===== src/csmam_pkg.sv =====
// Package: constants and types for the state, mode and address map block
package csmam_pkg;

    // Register offsets on AHB-Lite (byte addresses)
    localparam logic [7:0] OFS_CTRL = 8'h00;
    localparam logic [7:0] OFS_STATUS_WORD = 8'h04;
    localparam logic [7:0] OFS_VECTOR_BASE = 8'h08;
    localparam logic [7:0] OFS_SAVED_PC = 8'h0c;
    localparam logic [7:0] OFS_SAVED_STATUS = 8'h10;
    localparam logic [7:0] OFS_PC = 8'h14;
    localparam logic [7:0] OFS_STATE = 8'h18;
    localparam logic [7:0] OFS_ACC_RESULT = 8'h1c;

    // Status word fields
    localparam int SW_MD_POS = 30;
    localparam int SW_RB_POS = 29;
    localparam int SW_BL_POS = 28;
    localparam int SW_IMASK_LSB = 4;
    localparam logic [31:0] SW_RESET = 32'h7000_00f0;
    localparam logic [31:0] SW_RSVD_MASK = 32'h8fff_fc0c;

    // Control register fields
    localparam int CT_CACHE_EN = 0;
    localparam int CT_XLAT_EN = 1;

    localparam logic [31:0] RESET_VECTOR = 32'ha000_0000;
    localparam logic [31:0] VBR_RESET = 32'h0000_0000;
    localparam logic [31:0] PC_STEP = 32'h0000_0004;
    localparam logic [28:0] EXT_MASK = 29'h1fff_ffff;

    // Region base top bits
    localparam logic [2:0] TOP_P1 = 3'h4;
    localparam logic [2:0] TOP_P2 = 3'h5;
    localparam logic [2:0] TOP_P3 = 3'h6;
    localparam logic [2:0] TOP_P4 = 3'h7;

    typedef enum logic [1:0] {
        CSM_RESET = 2'b00,
        CSM_EXCEPT = 2'b01,
        CSM_RUN = 2'b10,
        CSM_SLEEP = 2'b11
    } csm_state_t;

    typedef enum logic [2:0] {
        CSM_RG_LOW = 3'b000,
        CSM_RG_P1 = 3'b001,
        CSM_RG_P2 = 3'b010,
        CSM_RG_P3 = 3'b011,
        CSM_RG_CTRL = 3'b100
    } csm_region_t;

    // Core event requests
    typedef struct packed {
        logic exc_req;
        logic [11:0] exc_offset;
        logic trap_req;
        logic rte_req;
        logic sleep_req;
        logic wake_req;
        logic step;
    } csm_core_t;

    // Access decode result
    typedef struct packed {
        logic valid;
        logic cacheable;
        logic translate;
        logic external;
        logic addr_err;
        csm_region_t region;
        logic [28:0] ext_addr;
    } csm_acc_t;

endpackage : csmam_pkg


===== src/csmam_top.sv =====
// State sequencing, mode control and address map decode
`timescale 1ns/1ps

// Operation
// - One of four processing states only
// - Power-on resets all; manual keeps control register
// - After reset fetch from A0000000
// - Exception entry saves pc and status
// - Exception fetch at vector base plus offset
// - Sleep enters low power, execution stops
// - Mode bit zero user, one privileged
// - Reset and exception entry force privileged
// - User mode blocks system ops and return
// - User to privileged via exception, trap or status word bus write
// - Return restores saved status and pc
// - Thirty-two bit space, five regions
// - Low two gigabytes cacheable, translatable
// - Cache and translate low region when enabled
// - User access upper regions raises address error
// - 80000000 region cached, direct, privileged
// - A0000000 region uncached, direct, privileged
// - C0000000 region cached, translated, privileged
// - E0000000 control region uncached, privileged
// - External address is low 29 bits
// - Control region never goes external
// - Reset values of status word, vector base
module csmam_top
    import csmam_pkg::*;
(
    input wire logic clk_sys,
    input wire logic reset,
    input wire logic manual_reset,
    input wire csm_core_t core_in,
    input wire logic acc_valid,
    input wire logic [31:0] acc_addr,
    input wire logic sys_op,
    input wire logic [31:0] hwdata,
    input wire logic [31:0] haddr,
    input wire logic [1:0] htrans,
    input wire logic hwrite,
    input wire logic [2:0] hsize,
    input wire logic hsel,
    input wire logic hready,
    output logic [31:0] hrdata,
    output logic hreadyout,
    output logic hresp,
    output csm_acc_t acc_out,
    output logic [31:0] fetch_pc,
    output logic fetch_en,
    output logic priv_mode,
    output logic ill_op,
    output csm_state_t cpu_state,
    output logic [31:0] ctrl_keep
);

    csm_state_t state_q, state_d;
    logic [31:0] sw_q, vbr_q, spc_q, ssr_q, pc_q, ctrl_q;
    csm_acc_t acc_q;
    logic ill_q;
    logic [31:0] rdata_q;
    logic wr_pend_q;
    logic [7:0] wr_ofs_q;
    logic fetch_en_q;

    // AHB-Lite decode
    wire logic bus_go = hsel && hready && htrans[1];
    wire logic [7:0] bus_ofs = haddr[7:0];
    wire logic md = sw_q[SW_MD_POS];
    wire logic in_run = (state_q == CSM_RUN);
    wire logic exc_go = in_run && (core_in.exc_req || core_in.trap_req);
    wire logic rte_go = in_run && core_in.rte_req && md;
    wire logic sys_bad = in_run && !md && (sys_op || core_in.rte_req);
    wire logic sleep_go = in_run && core_in.sleep_req && md;

    // Region decode
    function automatic csm_region_t region_of(input logic [31:0] a);
        unique case (a[31:29])
            TOP_P1: region_of = CSM_RG_P1;
            TOP_P2: region_of = CSM_RG_P2;
            TOP_P3: region_of = CSM_RG_P3;
            TOP_P4: region_of = CSM_RG_CTRL;
            default: region_of = CSM_RG_LOW;
        endcase
    endfunction : region_of

    wire csm_region_t rg = region_of(acc_addr);
    wire logic rg_low = (rg == CSM_RG_LOW);
    wire logic rg_err = !md && !rg_low;
    wire logic rg_cach = (rg_low || rg == CSM_RG_P1 || rg == CSM_RG_P3)
        && ctrl_q[CT_CACHE_EN];
    wire logic rg_xlat = (rg_low || rg == CSM_RG_P3)
        && ctrl_q[CT_XLAT_EN];
    wire logic rg_ext = (rg != CSM_RG_CTRL);

    // Processing state machine
    always_comb
    begin
        state_d = state_q;
        unique case (state_q)
            CSM_RESET: state_d = CSM_RUN;
            CSM_EXCEPT: state_d = CSM_RUN;
            CSM_RUN:
            begin
                if (exc_go || sys_bad)
                    state_d = CSM_EXCEPT;
                else if (sleep_go)
                    state_d = CSM_SLEEP;
            end
            CSM_SLEEP:
            begin
                if (core_in.exc_req)
                    state_d = CSM_EXCEPT;
                else if (core_in.wake_req)
                    state_d = CSM_RUN;
            end
        endcase
    end

    always_ff @(posedge clk_sys)
    begin
        if (reset || manual_reset)
            state_q <= CSM_RESET;
        else
            state_q <= state_d;
    end

    wire logic exc_enter = (state_d == CSM_EXCEPT) && (state_q != CSM_EXCEPT);
    wire logic [31:0] sw_wr = (hwdata & ~SW_RSVD_MASK);
    wire logic sw_bus = wr_pend_q && wr_ofs_q == OFS_STATUS_WORD;

    // Status word, pc and save registers
    always_ff @(posedge clk_sys)
    begin
        if (reset || manual_reset)
        begin
            sw_q <= SW_RESET;
            vbr_q <= VBR_RESET;
            pc_q <= RESET_VECTOR;
            spc_q <= 32'h0000_0000;
            ssr_q <= 32'h0000_0000;
        end
        else if (exc_enter)
        begin
            spc_q <= pc_q;
            ssr_q <= sw_q;
            sw_q <= sw_q | SW_RESET;
            pc_q <= vbr_q + {20'h0_0000, core_in.exc_offset};
        end
        else if (rte_go)
        begin
            sw_q <= ssr_q;
            pc_q <= spc_q;
        end
        else
        begin
            if (sw_bus)
                sw_q <= sw_wr;
            if (wr_pend_q && wr_ofs_q == OFS_VECTOR_BASE)
                vbr_q <= hwdata;
            if (wr_pend_q && wr_ofs_q == OFS_SAVED_PC)
                spc_q <= hwdata;
            if (wr_pend_q && wr_ofs_q == OFS_SAVED_STATUS)
                ssr_q <= hwdata & ~SW_RSVD_MASK;
            if (in_run && core_in.step)
                pc_q <= pc_q + PC_STEP;
        end
    end

    // Control register kept over manual reset
    always_ff @(posedge clk_sys)
    begin
        if (reset)
            ctrl_q <= 32'h0000_0000;
        else if (wr_pend_q && wr_ofs_q == OFS_CTRL)
            ctrl_q <= hwdata;
    end

    // Access result, faults not forwarded
    always_ff @(posedge clk_sys)
    begin
        if (reset || manual_reset)
        begin
            acc_q <= '0;
            ill_q <= 1'b0;
        end
        else
        begin
            acc_q.valid <= acc_valid && !rg_err;
            acc_q.cacheable <= acc_valid && !rg_err && rg_cach;
            acc_q.translate <= acc_valid && !rg_err && rg_xlat;
            acc_q.external <= acc_valid && !rg_err && rg_ext;
            acc_q.addr_err <= acc_valid && rg_err;
            acc_q.region <= rg;
            acc_q.ext_addr <= acc_addr[28:0] & EXT_MASK;
            ill_q <= sys_bad;
        end
    end

    // Fetch enable, registered from next state
    always_ff @(posedge clk_sys)
    begin
        if (reset || manual_reset)
            fetch_en_q <= 1'b0;
        else
            fetch_en_q <= (state_d == CSM_RUN) || (state_d == CSM_EXCEPT);
    end

    // AHB-Lite slave, zero wait states
    always_ff @(posedge clk_sys)
    begin
        if (reset)
        begin
            wr_pend_q <= 1'b0;
            wr_ofs_q <= 8'h00;
            rdata_q <= 32'h0000_0000;
        end
        else
        begin
            wr_pend_q <= bus_go && hwrite;
            wr_ofs_q <= bus_ofs;
            if (bus_go && !hwrite)
            begin
                unique case (bus_ofs)
                    OFS_CTRL: rdata_q <= ctrl_q;
                    OFS_STATUS_WORD: rdata_q <= sw_q;
                    OFS_VECTOR_BASE: rdata_q <= vbr_q;
                    OFS_SAVED_PC: rdata_q <= spc_q;
                    OFS_SAVED_STATUS: rdata_q <= ssr_q;
                    OFS_PC: rdata_q <= pc_q;
                    OFS_STATE: rdata_q <= {30'h0, state_q};
                    OFS_ACC_RESULT: rdata_q <= {27'h0, acc_q.addr_err,
                        acc_q.external, acc_q.translate, acc_q.cacheable,
                        acc_q.valid};
                    default: rdata_q <= 32'h0000_0000;
                endcase
            end
        end
    end

    assign hrdata = rdata_q;
    assign hreadyout = 1'b1;
    assign hresp = 1'b0;
    assign acc_out = acc_q;
    assign fetch_pc = pc_q;
    assign fetch_en = fetch_en_q;
    assign priv_mode = md;
    assign ill_op = ill_q;
    assign cpu_state = state_q;
    assign ctrl_keep = ctrl_q;

    a_reset_fetch_vec: assert property (@(posedge clk_sys)
        $fell(reset) && !manual_reset |-> pc_q == RESET_VECTOR)
        else $error("pc not at reset vector");

    a_exc_save_pc: assert property (@(posedge clk_sys) disable iff (reset)
        exc_enter && !manual_reset |=> spc_q == $past(pc_q))
        else $error("pc not saved");

    a_exc_vector: assert property (@(posedge clk_sys) disable iff (reset)
        exc_enter && !manual_reset |=> pc_q == $past(vbr_q)
        + {20'h0_0000, $past(core_in.exc_offset)})
        else $error("bad exception vector");

    a_exc_priv: assert property (@(posedge clk_sys) disable iff (reset)
        state_q == CSM_EXCEPT |-> md)
        else $error("exception not privileged");

    a_user_err: assert property (@(posedge clk_sys) disable iff (reset)
        acc_valid && !md && acc_addr[31] && !manual_reset
        |=> acc_q.addr_err && !acc_q.valid && !acc_q.external)
        else $error("user upper access not faulted");

    a_ctrl_no_ext: assert property (@(posedge clk_sys) disable iff (reset)
        acc_q.external |-> acc_q.region != CSM_RG_CTRL)
        else $error("control region went external");

    a_rte_restore: assert property (@(posedge clk_sys) disable iff (reset)
        rte_go && !exc_enter && !manual_reset
        |=> sw_q == $past(ssr_q) && pc_q == $past(spc_q))
        else $error("return did not restore");

    a_sleep_stop: assert property (@(posedge clk_sys) disable iff (reset)
        state_q == CSM_SLEEP |-> !fetch_en)
        else $error("fetch during sleep");

    // State and reset checks
    a_reset_to_run: assert property (@(posedge clk_sys) disable iff (reset)
        state_q == CSM_RESET && !manual_reset |=> state_q == CSM_RUN)
        else $error("reset state did not end");

    a_manual_sw: assert property (@(posedge clk_sys) disable iff (reset)
        manual_reset |=> sw_q == SW_RESET && vbr_q == VBR_RESET)
        else $error("manual reset values wrong");

    a_manual_pc: assert property (@(posedge clk_sys) disable iff (reset)
        manual_reset |=> pc_q == RESET_VECTOR)
        else $error("manual reset pc wrong");

    a_manual_ctrl: assert property (@(posedge clk_sys) disable iff (reset)
        manual_reset && !(wr_pend_q && wr_ofs_q == OFS_CTRL)
        |=> ctrl_q == $past(ctrl_q))
        else $error("control lost on manual reset");

    // Exception and mode checks
    a_exc_save_sw: assert property (@(posedge clk_sys) disable iff (reset)
        exc_enter && !manual_reset |=> ssr_q == $past(sw_q))
        else $error("status not saved");

    a_exc_md_set: assert property (@(posedge clk_sys) disable iff (reset)
        exc_enter && !manual_reset
        |=> md && sw_q[SW_RB_POS] && sw_q[SW_BL_POS])
        else $error("entry bits not set");

    a_sleep_enter: assert property (@(posedge clk_sys) disable iff (reset)
        sleep_go && !exc_go && !manual_reset
        |=> state_q == CSM_SLEEP)
        else $error("sleep not entered");

    a_user_sys_op: assert property (@(posedge clk_sys) disable iff (reset)
        sys_bad && !manual_reset
        |=> ill_q && state_q == CSM_EXCEPT)
        else $error("user system op not refused");

    a_user_stays: assert property (@(posedge clk_sys) disable iff (reset)
        !md && !exc_enter && !sw_bus && !manual_reset |=> !md)
        else $error("privilege gained without exception");

    a_trap_enter: assert property (@(posedge clk_sys) disable iff (reset)
        in_run && core_in.trap_req && !manual_reset
        |=> state_q == CSM_EXCEPT && md)
        else $error("trap not taken");

    // Address map checks
    a_low_attr: assert property (@(posedge clk_sys) disable iff (reset)
        acc_valid && !acc_addr[31] && !manual_reset
        |=> acc_q.valid && acc_q.region == CSM_RG_LOW
        && acc_q.cacheable == $past(ctrl_q[CT_CACHE_EN])
        && acc_q.translate == $past(ctrl_q[CT_XLAT_EN]))
        else $error("low region attributes wrong");

    a_p1_attr: assert property (@(posedge clk_sys) disable iff (reset)
        acc_valid && md && acc_addr[31:29] == TOP_P1 && !manual_reset
        |=> acc_q.region == CSM_RG_P1 && !acc_q.translate
        && acc_q.external)
        else $error("cached direct attributes wrong");

    a_p2_attr: assert property (@(posedge clk_sys) disable iff (reset)
        acc_valid && md && acc_addr[31:29] == TOP_P2 && !manual_reset
        |=> acc_q.region == CSM_RG_P2 && !acc_q.cacheable
        && !acc_q.translate && acc_q.external)
        else $error("uncached direct attributes wrong");

    a_p3_attr: assert property (@(posedge clk_sys) disable iff (reset)
        acc_valid && md && acc_addr[31:29] == TOP_P3 && !manual_reset
        |=> acc_q.region == CSM_RG_P3
        && acc_q.translate == $past(ctrl_q[CT_XLAT_EN]))
        else $error("mapped high attributes wrong");

    a_ctrl_attr: assert property (@(posedge clk_sys) disable iff (reset)
        acc_valid && md && acc_addr[31:29] == TOP_P4 && !manual_reset
        |=> acc_q.valid && !acc_q.cacheable && !acc_q.translate
        && !acc_q.external)
        else $error("control region attributes wrong");

    a_ext_addr: assert property (@(posedge clk_sys) disable iff (reset)
        acc_valid && !manual_reset
        |=> acc_q.ext_addr == $past(acc_addr[28:0]))
        else $error("external address wrong");

    a_fault_quiet: assert property (@(posedge clk_sys) disable iff (reset)
        acc_q.addr_err |-> !acc_q.cacheable && !acc_q.translate)
        else $error("faulting access forwarded");

    a_region_ctrl: assert property (@(posedge clk_sys) disable iff (reset)
        acc_valid && acc_addr[31:29] == TOP_P4 && !manual_reset
        |=> acc_q.region == CSM_RG_CTRL)
        else $error("region decode wrong");


endmodule : csmam_top


===== config.mk =====
export PLATFORM = sky130hd
export DESIGN_NAME = csmam_top
export DESIGN_NICKNAME = d
export VERILOG_FILES = /design/src/csmam_pkg.sv /design/src/csmam_top.sv
export SDC_FILE = /design/constraint.sdc
export NUM_CORES = 1
export LEC_CHECK = 0
export BUFFER_PORTS_ARGS = -buffer_cell sky130_fd_sc_hd__buf_2
export CORE_UTILIZATION = 30
export DETAILED_ROUTE_END_ITERATION = 7
export GPL_TIMING_DRIVEN = 0
export PLACE_DENSITY = 0.46
export SLEW_MARGIN = 20
export SYNTH_ARGS = -nofsm -noshare
export SYNTH_HDL_FRONTEND = slang
export SYNTH_SLANG_ARGS = --single-unit

===== constraint.sdc =====
create_clock -name clk_sys -period 3.06 [get_ports clk_sys]
set_clock_uncertainty 0.15 [all_clocks]
set_input_delay 0.153 -clock clk_sys [delete_from_list [all_inputs] [get_ports clk_sys]]
set_output_delay 0.153 -clock clk_sys [all_outputs]
set_load 0.03 [all_outputs]

### After elaboration in Yosys (flattened, before gate mapping)

Cells that the tools add are included.

| word-level totals | value |
|---|---|
| register bits after elaboration | 274 |
| output and inout bits | 140 |
| logic and storage cells | 119 |

| operators by class | value |
|---|---|
| add/subtract/negate cells | 2 |
| eq/ne operators | 25 |
| mux-type cells | 18 |
| bitwise operators | 2 |
| reductions and logical operators | 52 |

Operators with widths:

| cell | number |
|---|---|
| $mux W32 | 11 |
| $pmux W32 S8 | 1 |
| $eq A8 B5 Y1 const B | 5 |
| $add A32 B12 Y32 | 1 |
| $add A32 B3 Y32 const B | 1 |
| $eq A8 B4 Y1 const B | 4 |
| $logic_and A1 B1 Y1 | 26 |
| $eq A8 B3 Y1 const B | 2 |
| $logic_not A8 Y1 | 2 |
| $eq A3 B3 Y1 const B | 4 |
| $pmux W3 S4 | 1 |
| $logic_or A1 B1 Y1 | 8 |
| $mux W2 | 4 |
| $eq A2 B2 Y1 const B | 3 |
| $pmux W2 S3 | 1 |
| $reduce_and A2 Y1 | 3 |
| $reduce_bool A2 Y1 | 3 |
| $eq A2 B1 Y1 const B | 2 |
| $logic_not A1 Y1 | 4 |
| $ne A2 B1 Y1 const B | 2 |
| $reduce_or A2 Y1 | 2 |
| $eq A3 B1 Y1 const B | 1 |
| $eq A3 B2 Y1 const B | 1 |
| $logic_not A3 Y1 | 1 |
| 5 further kinds | 6 |

### Logic depth before layout (Yosys ltp)

Gate-level depths: netlist of the first run.

| depth | value |
|---|---|
| depth after elaboration | 10 |
| mapped depth | 14 |

### Worst setup path after synthesis of the first run

No wires, ideal clock.

| timing | value |
|---|---|
| path type | flip-flop to flip-flop |
| start | register sw_q[30] |
| end | register pc_q[25] (netlist: fetch_pc[25]) |
| library setup time | 0.074 ns |
| arrival time | 2.616 ns |
| required time | 2.836 ns |
| slack | 0.220 ns |
| stages on the path, launching flop included | 15 |
| path through | dfxtp_1 buf_2 nor2_1 nor2_1 nor2_1 o21ai_0 nand2_1 ha_1 a21boi_0 buf_2 nor2_1 nand2_1 nor3_1 a21oi_1 a31oi_1 |

| on the way | value |
|---|---|
| word-level cells in the longest chain between the ends | 9 |
| elaborated cells on any way between the ends | 14 |

Ends and longest elaborated chain:

| element | line | text |
|---|---|---|
| start, declared | csmam_top.sv:57 | `logic [31:0] sw_q, vbr_q, spc_q, ssr_q, pc_q, ctrl_q;` |
| start signal, assigned | csmam_top.sv:146 | `sw_q <= sw_q \| SW_RESET;` |
| start signal, assigned | csmam_top.sv:151 | `sw_q <= ssr_q;` |
| start signal, assigned | csmam_top.sv:157 | `sw_q <= sw_wr;` |
| $logic_not A1 Y1 | csmam_top.sv:72 | `wire logic sys_bad = in_run && !md && (sys_op \|\| core_in.rte_req);` |
| $logic_and A1 B1 Y1 (2 in series) | csmam_top.sv:72 |  |
| $logic_or A1 B1 Y1 | csmam_top.sv:104 | `if (exc_go \|\| sys_bad)` |
| $mux W2 (*) | csmam_top.sv:104 |  |
| $pmux W2 S3 (*) | csmam_top.sv:99 | `unique case (state_q)` |
| net state_d[0] | csmam_top.sv:56 | `csm_state_t state_q, state_d;` |
| $eq A2 B1 Y1 (*) | csmam_top.sv:127 | `wire logic exc_enter = (state_d == CSM_EXCEPT) && (state_q != CSM_EXCEPT);` |
| $logic_and A1 B1 Y1 (*) | csmam_top.sv:127 |  |
| $reduce_bool A3 Y1 (no source line) or $mux W32 (tied branches) | n/a |  |
| end signal, assigned | csmam_top.sv:147 | `pc_q <= vbr_q + {20'h0_0000, core_in.exc_offset};` |
| end signal, assigned | csmam_top.sv:152 | `pc_q <= spc_q;` |
| end signal, assigned | csmam_top.sv:165 | `pc_q <= pc_q + PC_STEP;` |
| end, declared | csmam_top.sv:57 |  |

The timed path passes the listed nets; every way through them passes the cells marked *.
A chain may end at the register's enable or synchronous reset.

### Worst setup path in the final report of the first run

| timing | value |
|---|---|
| start | register wr_ofs_q[1] |
| end | register sw_q[29] |

| on the way | value |
|---|---|
| word-level cells in the longest chain between the ends | 3 |

Ends and longest elaborated chain:

| element | line | text |
|---|---|---|
| start, declared | csmam_top.sv:62 | `logic [7:0] wr_ofs_q;` |
| start signal, assigned | csmam_top.sv:220 | `wr_ofs_q <= bus_ofs;` |
| $eq A8 B3 Y1 | csmam_top.sv:129 | `wire logic sw_bus = wr_pend_q && wr_ofs_q == OFS_STATUS_WORD;` |
| $logic_and A1 B1 Y1 | csmam_top.sv:129 |  |
| $reduce_bool A2 Y1 (no source line) | n/a |  |

No other way between the ends.

==> reports/qor.log, run 1 <==
qor: sta.finalWorstPathRequiredPeriod 3.01 ns
qor: die.io_pins 267
qor: die.core_area 0.0424 mm^2
qor: power_and_ir_drop.pwr_dens 506 mW/mm^2
qor: placement.hpwlAfterDp 46700 um
qor: sta.hold_viol 0
qor: min_path.worst_hold_path_type in2reg
qor: drt.overall_via_count_from_detail_route 14110
qor: cts.clkSinkCount 274
qor: sta.max_clock_freq 332 MHz
qor: logic_synthesis.synth-seq-area-share 42.1%
qor: setup_path.reg2reg_setup_slack 0.05 ns
qor: finish.post_route_cells_drive_above_1_share 19.8%
qor: sta.timing_worst_slew_pin_value 1.29 ns
qor: logic_synthesis.postSynthCellCount 1604
qor: logic_synthesis.synth_ff_type dfxtp_1
qor: setup_path.worstPathArrival 3.28 ns
qor: finish.filler_cell_count 4454
qor: grt.grt_start_max_net_pins 12
qor: grt.grt_overflow_total 0
qor: logic_synthesis.syn-cell-area 0.0130 mm^2
qor: drt.aggregate_routed_wire_length 64800 um
qor: finish.sequential_cell_area 0.00549 mm^2
qor: power_and_ir_drop.p_leak 0.00660 uW
qor: setup_path.cp_max_fo 10
qor: placement.port_buffers 233
qor: setup_path.critical_path_required_time 3.33 ns
qor: cts.ctsLongestPathBuffers 3
qor: logic_synthesis.synth_edf_count 0
qor: cts.cts_bufs_inserted 35
qor: logic_synthesis.avgSynthCellArea 8.12 um^2
qor: drt.routed_via_density 5.51
qor: die.fp.dieH 210 um
qor: setup_path.worst_setup_path_end_kind flop
qor: outcome.status complete, no violations
qor: finish.finalNetCount 2103
qor: min_path.worstHoldPathCells 4
qor: logic_synthesis.post_synth_num_cell_types 69
qor: setup_path.worst-r2r-cell-count 7
qor: setup_path.crit-reg2reg-capture sw_q[29]$_SDFFE_PP1N_
qor: logic_synthesis.synth.most_common_cell dfxtp_1
qor: die.start_util 30.7%
qor: die.rows 75
qor: logic_synthesis.post-synth-top-area-fraction 42.1%
qor: power_and_ir_drop.power 8650 uW
qor: drt.drc 0
qor: drt.drt-wirelength-per-cell 25.3 um
qor: sta.drv_slew 0
qor: logic_synthesis.ys_seq_elements 274
qor: logic_synthesis.synth.area.top_cells dfxtp_1, nand2_1, a21oi_1, nor2_1, mux2i_1
qor: sta.timing.hold.ws 0.0269 ns
qor: logic_synthesis.post_synth_most_frequent_cells dfxtp_1, nand2_1, nor2_1
qor: power_and_ir_drop.ir_drop_worst_vdd 0.316 mV
qor: cts.clock_slew_seen_by_the_registers_of_the_worst_setup_and_hold_paths 0.06 ns
qor: finish.areaGrowthSynthToFinish 31.2%
qor: sta.final-setup-viol-count 0
qor: finish.area_occupied_by_multi_input_gates 0.00701 mm^2
qor: setup_path.path_type_of_the_worst_setup_path reg2reg
qor: drt.detail_route_antenna_nets 0
qor: grt.globalRouteTotalUtil 28.9%
qor: logic_synthesis.synthesis.nets 1746
qor: logic_synthesis.synth_async_sr_flop_share 0%
qor: grt.grt_pass1_wl 92500 um
qor: cts.clk_root_buffer_cell clkbuf_16
qor: min_path.hold_start core_in[16]
qor: drt.dr.pass1.iters 7
qor: grt.antenna_violations_before_repair 0
qor: flow_run.drv.max_cap_violation_count 0
qor: placement.finalWeightedCongestion 0.941
qor: sta.setup_repair_after_global_routing_missed_its_margin no
qor: setup_path.r2r-start wr_ofs_q[1]$_SDFF_PP0_
qor: logic_synthesis.yosys.area.top_type dfxtp_1
qor: min_path.hold_path_end fetch_pc[11]$_SDFFE_PP0P_
qor: grt.grt_pass1_vias 13478
qor: logic_synthesis.yosys_warnings 0
qor: finish.antenna-diode-count 0
qor: cts.ctsHtreeMaxLevel 2
qor: cts.cts_tree done
qor: setup_path.element_type_at_the_critical_path_start flop
qor: die.chipWidth 210 um
qor: cts.worst_skew_pair.late_latency 0.57 ns
qor: drt.dr.first_iter.drc_count 1489
qor: die.area_enclosed_by_the_die_boundary 0.0442 mm^2
qor: sta.tcrit_tclk_final 98.3%
qor: sta.relative_slew_slack 14.2%
## final cells by class
| type | instances | area share (%) |
|---|---|---|
| tap | 577 | 4.23 |
| timing repair buffer | 321 | 11.9 |
| multi-input combinational | 1191 | 41.1 |
| sequential | 274 | 32.1 |
| clock buffer | 51 | 6.06 |
| inverter | 8 | 0.198 |
| buffer | 130 | 3.82 |
| clock inverter | 9 | 0.645 |
## critical path: stages, from the launching register on
cell and delay, ns:
dfxtp_1 0.30, nor4_1 0.29, nand3b_1 0.28, nor4b_4 0.74, clkbuf_1 0.67, nor2b_1 0.12, a211oi_1 0.24, o21ai_1 0.09
## flip-flops by register name (all words and copies together), names as in the netlist
name,flops
acc_out,37
hrdata,32
cpu_state,2
ctrl_keep,32
wr_pend_q,1
vbr_q,32
sw_q,32
fetch_en,1
ssr_q,32
spc_q,32
wr_ofs_q,8
ill_op,1
fetch_pc,32
## worst max path at each step
stage / slack [ns] / to / cells after the start / start
6_report: 0.05 / sw_q[29]$_SDFFE_PP1N_ / 7 / wr_ofs_q[1]$_SDFF_PP0_
4_1_cts: 0.01 / fetch_pc[26]$_SDFFE_PP0P_ / 10 / vbr_q[0]$_SDFFE_PP0P_
5_1_grt: 0.006 / sw_q[29]$_SDFFE_PP1N_ / 7 / wr_ofs_q[1]$_SDFF_PP0_
2_1_floorplan: 0.22 / fetch_pc[25]$_SDFFE_PP0P_ / 14 / sw_q[30]$_SDFFE_PP1N_
3_5_place_dp: -1.23 / fetch_pc[19]$_SDFFE_PP0P_ / 11 / cpu_state[0]$_SDFF_PP0_
3_3_place_gp: -1.34 / fetch_pc[19]$_SDFFE_PP0P_ / 11 / cpu_state[0]$_SDFF_PP0_
## cell usage in the layout (no fill, tap or decap), types with 7 or more instances in the layout
cell type | netlist | final
clkbuf_16 | 0 | 35
clkbuf_1 | 88 | 67
xor2_1 | 15 | 15
a221oi_1 | 14 | 14
a311oi_1 | 8 | 8
a211oi_1 | 59 | 58
o21ai_1 | 16 | 19
nand4_1 | 18 | 18
xnor2_1 | 14 | 14
ha_1 | 14 | 13
clkbuf_2 | 1 | 16
inv_1 | 8 | 7
or3_1 | 7 | 7
nor2_1 | 184 | 183
a222oi_1 | 19 | 19
nand2_1 | 234 | 233
nand3_1 | 44 | 44
nor2b_1 | 19 | 18
a22oi_1 | 40 | 40
o22ai_1 | 7 | 7
mux2i_1 | 62 | 62
dlygate4sd3_1 | 0 | 82
a21o_1 | 8 | 7
clkbuf_8 | 0 | 10
buf_4 | 5 | 16
and2_1 | 34 | 34
nor3_1 | 28 | 28
and4_1 | 8 | 8
dfxtp_1 | 274 | 274
a31oi_1 | 12 | 12
buf_2 | 29 | 262
and3_1 | 16 | 16
a221o_1 | 10 | 10
o21ai_0 | 71 | 68
a21oi_1 | 153 | 151
## where the power goes
group	switching, uW	total, uW	internal [uW]
Combinational	521	780	259
Clock	1700	4210	2520
Sequential	38.2	3660	3620
Total	2260	8650	6390
## what timing repair did
action,4_1_cts,5_1_grt
resized for setup,43,42
gates cloned,0,0
endpoints found under the hold margin,174,0
endpoints found under the setup margin,159,129
pin swaps,1,3
hold buffers,82,0
setup buffers,0,5
## per-layer routing
layer,global-route usage (%),part of all wire [%],vias up
met2,45.5,45,742
met3,8.60,9.9,139
met1,36.4,41,6746
li1,-,-,6481
met4,12.1,3.9,2
met5,2.45,0.23,-
## metrics by stage
| step | instance area (um^2) | setup WS [ns] | TNS, ns | std cells | util, % |
|---|---|---|---|---|---|
| global route | 17100 | 0.00582 | 0 | 2561 | 40.3 |
| global placement | 14900 | -1.34 | -105.11 | 2414 | 35.2 |
| finish | 17100 | 0.0510 | 0 | 2561 | 40.3 |
| floorplan | 13000 | 0.220 | 0 | 1604 | - |
| detailed placement | 14900 | -1.23 | -100.02 | 2415 | 35.2 |
| CTS | 17000 | 0.0124 | 0 | 2557 | 40.0 |
## logic make-up after synthesis
kind of cell / count (synthesis) / share of synthesized area [%]
muxes: 68 / 5.46
xor gates and xnor gates: 29 / 1.95
buffers and inverters: 139 / 4.61
adders and majority gates: 15 / 1.50
AOI/OAI and AO/OA: 456 / 22.6
other: 2 / 0.0577
DFF: 274 / 42.1
and+or+nand+nor: 621 / 21.7
Note: power is estimated with default switching activity, not from simulation.
==> run 2, diff against run 1 <==
--- a/config.mk
+++ b/config.mk
@@ -6,10 +6,12 @@
 export NUM_CORES = 1
 export LEC_CHECK = 0
 export BUFFER_PORTS_ARGS = -buffer_cell sky130_fd_sc_hd__buf_2
+export CORE_MARGIN = 3
 export CORE_UTILIZATION = 30
 export DETAILED_ROUTE_END_ITERATION = 7
 export GPL_TIMING_DRIVEN = 0
 export PLACE_DENSITY = 0.46
+export SKIP_CTS_REPAIR_TIMING = 1
 export SLEW_MARGIN = 20
 export SYNTH_ARGS = -nofsm -noshare
 export SYNTH_HDL_FRONTEND = slang
==> run 2 against run 1 <==
The run now ends with hold timing left. Via count increased by 0.17%. Wire length increased by 1.6%. Fmax decreased by 1.2%. Critical path depth increased by 1. Total power increased by 3.2%. Hold slack got worse by 0.045 ns. First-iteration DRC count decreased by 8.0%. Sequential cell count unchanged. Largest cell class unchanged. Largest power group unchanged.
==> reports/qor.log, run 2 (synthesis results as in run 1) <==
qor: outcome.status complete, but fails checks
qor: outcome.violations hold timing
qor: power_and_ir_drop.total_switching_power 2250 uW
qor: power_and_ir_drop.power.combinational.fraction 8.7%
qor: die.chipWidth 214 um
qor: setup_path.worst-r2r-cell-count 8
qor: drt.dr.first_iter.drc_count 1370
qor: finish.post_route_cells_drive_above_1_share 19.9%
qor: setup_path.r2r-start cpu_state[1]$_SDFF_PP0_
qor: drt.aggregate_routed_wire_length 65900 um
qor: grt.antenna_violations_before_repair 0
qor: placement.dp.cells 2415
qor: sta.timing_worst_slew_pin_value 1.25 ns
qor: cts.cts_bufs_inserted 34
qor: placement.finalWeightedCongestion 0.961
qor: min_path.worst_hold_path_type in2reg
qor: finish.final_cell_area 0.0171 mm^2
qor: finish.final_common_cell dfxtp_1
qor: setup_path.cp_slowest_cell nor3_2
qor: grt.globalRouteTotalUtil 27.3%
qor: setup_path.path_type_of_the_worst_setup_path reg2reg
qor: sta.max_clock_freq 328 MHz
qor: power_and_ir_drop.ir_drop_worst_vdd 0.310 mV
qor: min_path.worstHoldPathCells 4
qor: die.io_pins 267
qor: drt.detail_route_antenna_nets 0
qor: setup_path.critical_path_required_time 3.32 ns
qor: flow_run.drv.max_cap_violation_count 0
qor: drt.routed_via_density 5.51
qor: setup_path.crit-reg2reg-capture fetch_pc[11]$_SDFFE_PP0P_
qor: min_path.hold_path_end ill_op$_SDFF_PP0_
qor: sta.fin_ws 0.0157 ns
qor: setup_path.reg2reg_setup_slack 0.02 ns
qor: drt.drt-wirelength-per-cell 25.7 um
qor: cts.clock_slew_seen_by_the_registers_of_the_worst_setup_and_hold_paths 0.06 ns
qor: sta.hold_viol 2
qor: finish.final_cell_count_no_fill 2563
qor: placement.dpl_worst_slack -1.08 ns
qor: sta.relative_slew_slack 16.6%
qor: sta.drv_slew 0
qor: cts.worst_skew_pair.late_latency 0.55 ns
qor: die.rows 75
qor: grt.grt_pass1_vias 13211
qor: sta.setup_repair_after_global_routing_missed_its_margin yes
qor: die.fp.dieH 214 um
qor: setup_path.crit_path_cell_trace buf_2 -> inv_1 -> nor3_2 -> clkbuf_1 -> buf_2 -> o21ai_0 -> o211ai_1 -> a21oi_1
qor: power_and_ir_drop.p_leak 0.00663 uW
qor: cts.ctsLongestPathBuffers 3
qor: drt.dr.pass1.iters 7
qor: finish.filler_cell_count 4446
qor: finish.areaGrowthSynthToFinish 31.6%
qor: cts.ctsHtreeMaxLevel 2
qor: drt.drc 0
qor: cts.clkSinkCount 274
qor: die.core_area 0.0424 mm^2
qor: sta.finalWorstPathRequiredPeriod 3.04 ns
qor: power_and_ir_drop.pwr-share-seq 40.9%
qor: power_and_ir_drop.power 8930 uW
qor: setup_path.worst_setup_path_end_kind flop
qor: finish.layout.cells.most_common_list dfxtp_1, buf_2, nand2_1
qor: power_and_ir_drop.p_int 6680 uW
qor: power_and_ir_drop.pwr_dens 521 mW/mm^2
qor: setup_path.critical-path-max-stage-delay 0.71 ns
qor: die.start_util 30.7%
qor: sta.tcrit_tclk_final 99.5%
qor: placement.port_buffers 233
qor: finish.finalNetCount 2104
qor: grt.grt_overflow_total 0
qor: cts.clk_root_buffer_cell clkbuf_16
qor: power_and_ir_drop.share_of_power_burned_in_the_clock_network 50.4%
qor: cts.cts_tree done
qor: setup_path.element_type_at_the_critical_path_start flop
qor: finish.antenna-diode-count 0
qor: min_path.hold_start sys_op
qor: die.area_enclosed_by_the_die_boundary 0.0459 mm^2
qor: sta.setup_total_negative_slack 0 ns
qor: sta.timing.hold.ws -0.0176 ns
qor: placement.hpwlAfterDp 47600 um
qor: drt.overall_via_count_from_detail_route 14134
qor: power_and_ir_drop.p_sw_share 25.2%
qor: finish.number_of_flip_flops_under_the_largest_register_name 37
qor: setup_path.worstPathArrival 3.31 ns
qor: grt.grt_start_max_net_pins 14
qor: sta.final-setup-viol-count 0
qor: setup_path.critical_path.most_common_cell buf_2
qor: setup_path.cp_max_fo 10
qor: grt.grt_pass1_wl 93100 um
qor: placement.post_dp_cell_area 0.0149 mm^2
## run 2: power groups by stage
stage	Sequential (uW)	Combinational (uW)	Clock [uW]
detailed placement	3730	666	0
global placement	3730	665	0
global route	3660	818	4700
floorplan	3790	274	0
CTS	3650	669	4570
finish	3660	775	4500
## run 2: metrics by stage
stage          utilization, %  hold slack, ns
2_1_floorplan               -          0.0754
3_3_place_gp             35.2           0.203
3_5_place_dp             35.2           0.206
4_1_cts                  38.1          -0.367
5_1_grt                  40.4         0.00616
6_report                 40.4         -0.0176
## run 2: cell type report
type	instances	area, um^2	area share (%)
plain buffers	131	646	3.77
clock buffers	44	960	5.60
clock inverters	16	264	1.54
inverters	8	30.0	0.175
multi-input cells	1191	6980	40.8
flip-flops and latches	274	5490	32.0
well taps	577	722	4.21
repair buffers	322	2040	11.9
## run 2: per-layer routing
layer	share of wire [%]	vias up	GRT usage [%]	routed length (um)
met5	0	-	0	0
met4	3.2	0	9.00	2130
met3	9.5	123	7.54	6280
met2	45	715	43.9	29500
met1	42	6815	35.6	27900
li1	-	6481	-	-
## run 2: worst max-delay path by stage
stage | from | to | slack (ns) | cells after the start
CTS | cpu_state[0]$_SDFF_PP0_ | fetch_pc[19]$_SDFFE_PP0P_ | -1.11 | 11
global route | cpu_state[1]$_SDFF_PP0_ | sw_q[0]$_SDFFE_PP0P_ | -0.09 | 7
finish | cpu_state[1]$_SDFF_PP0_ | fetch_pc[11]$_SDFFE_PP0P_ | 0.02 | 8
detailed placement | cpu_state[0]$_SDFF_PP0_ | fetch_pc[19]$_SDFFE_PP0P_ | -1.08 | 11
floorplan | sw_q[30]$_SDFFE_PP1N_ | fetch_pc[25]$_SDFFE_PP0P_ | 0.22 | 14
global placement | cpu_state[0]$_SDFF_PP0_ | fetch_pc[19]$_SDFFE_PP0P_ | -1.13 | 11
## run 2: worst max-delay path: cells and delay by family, from the launching register on
family	cells	cell delay [ns]
AO/OA/AOI/OAI	3	0.37
buffers and inverters	4	1.35
flip-flops	1	0.32
AND/OR/NAND/NOR	1	0.71
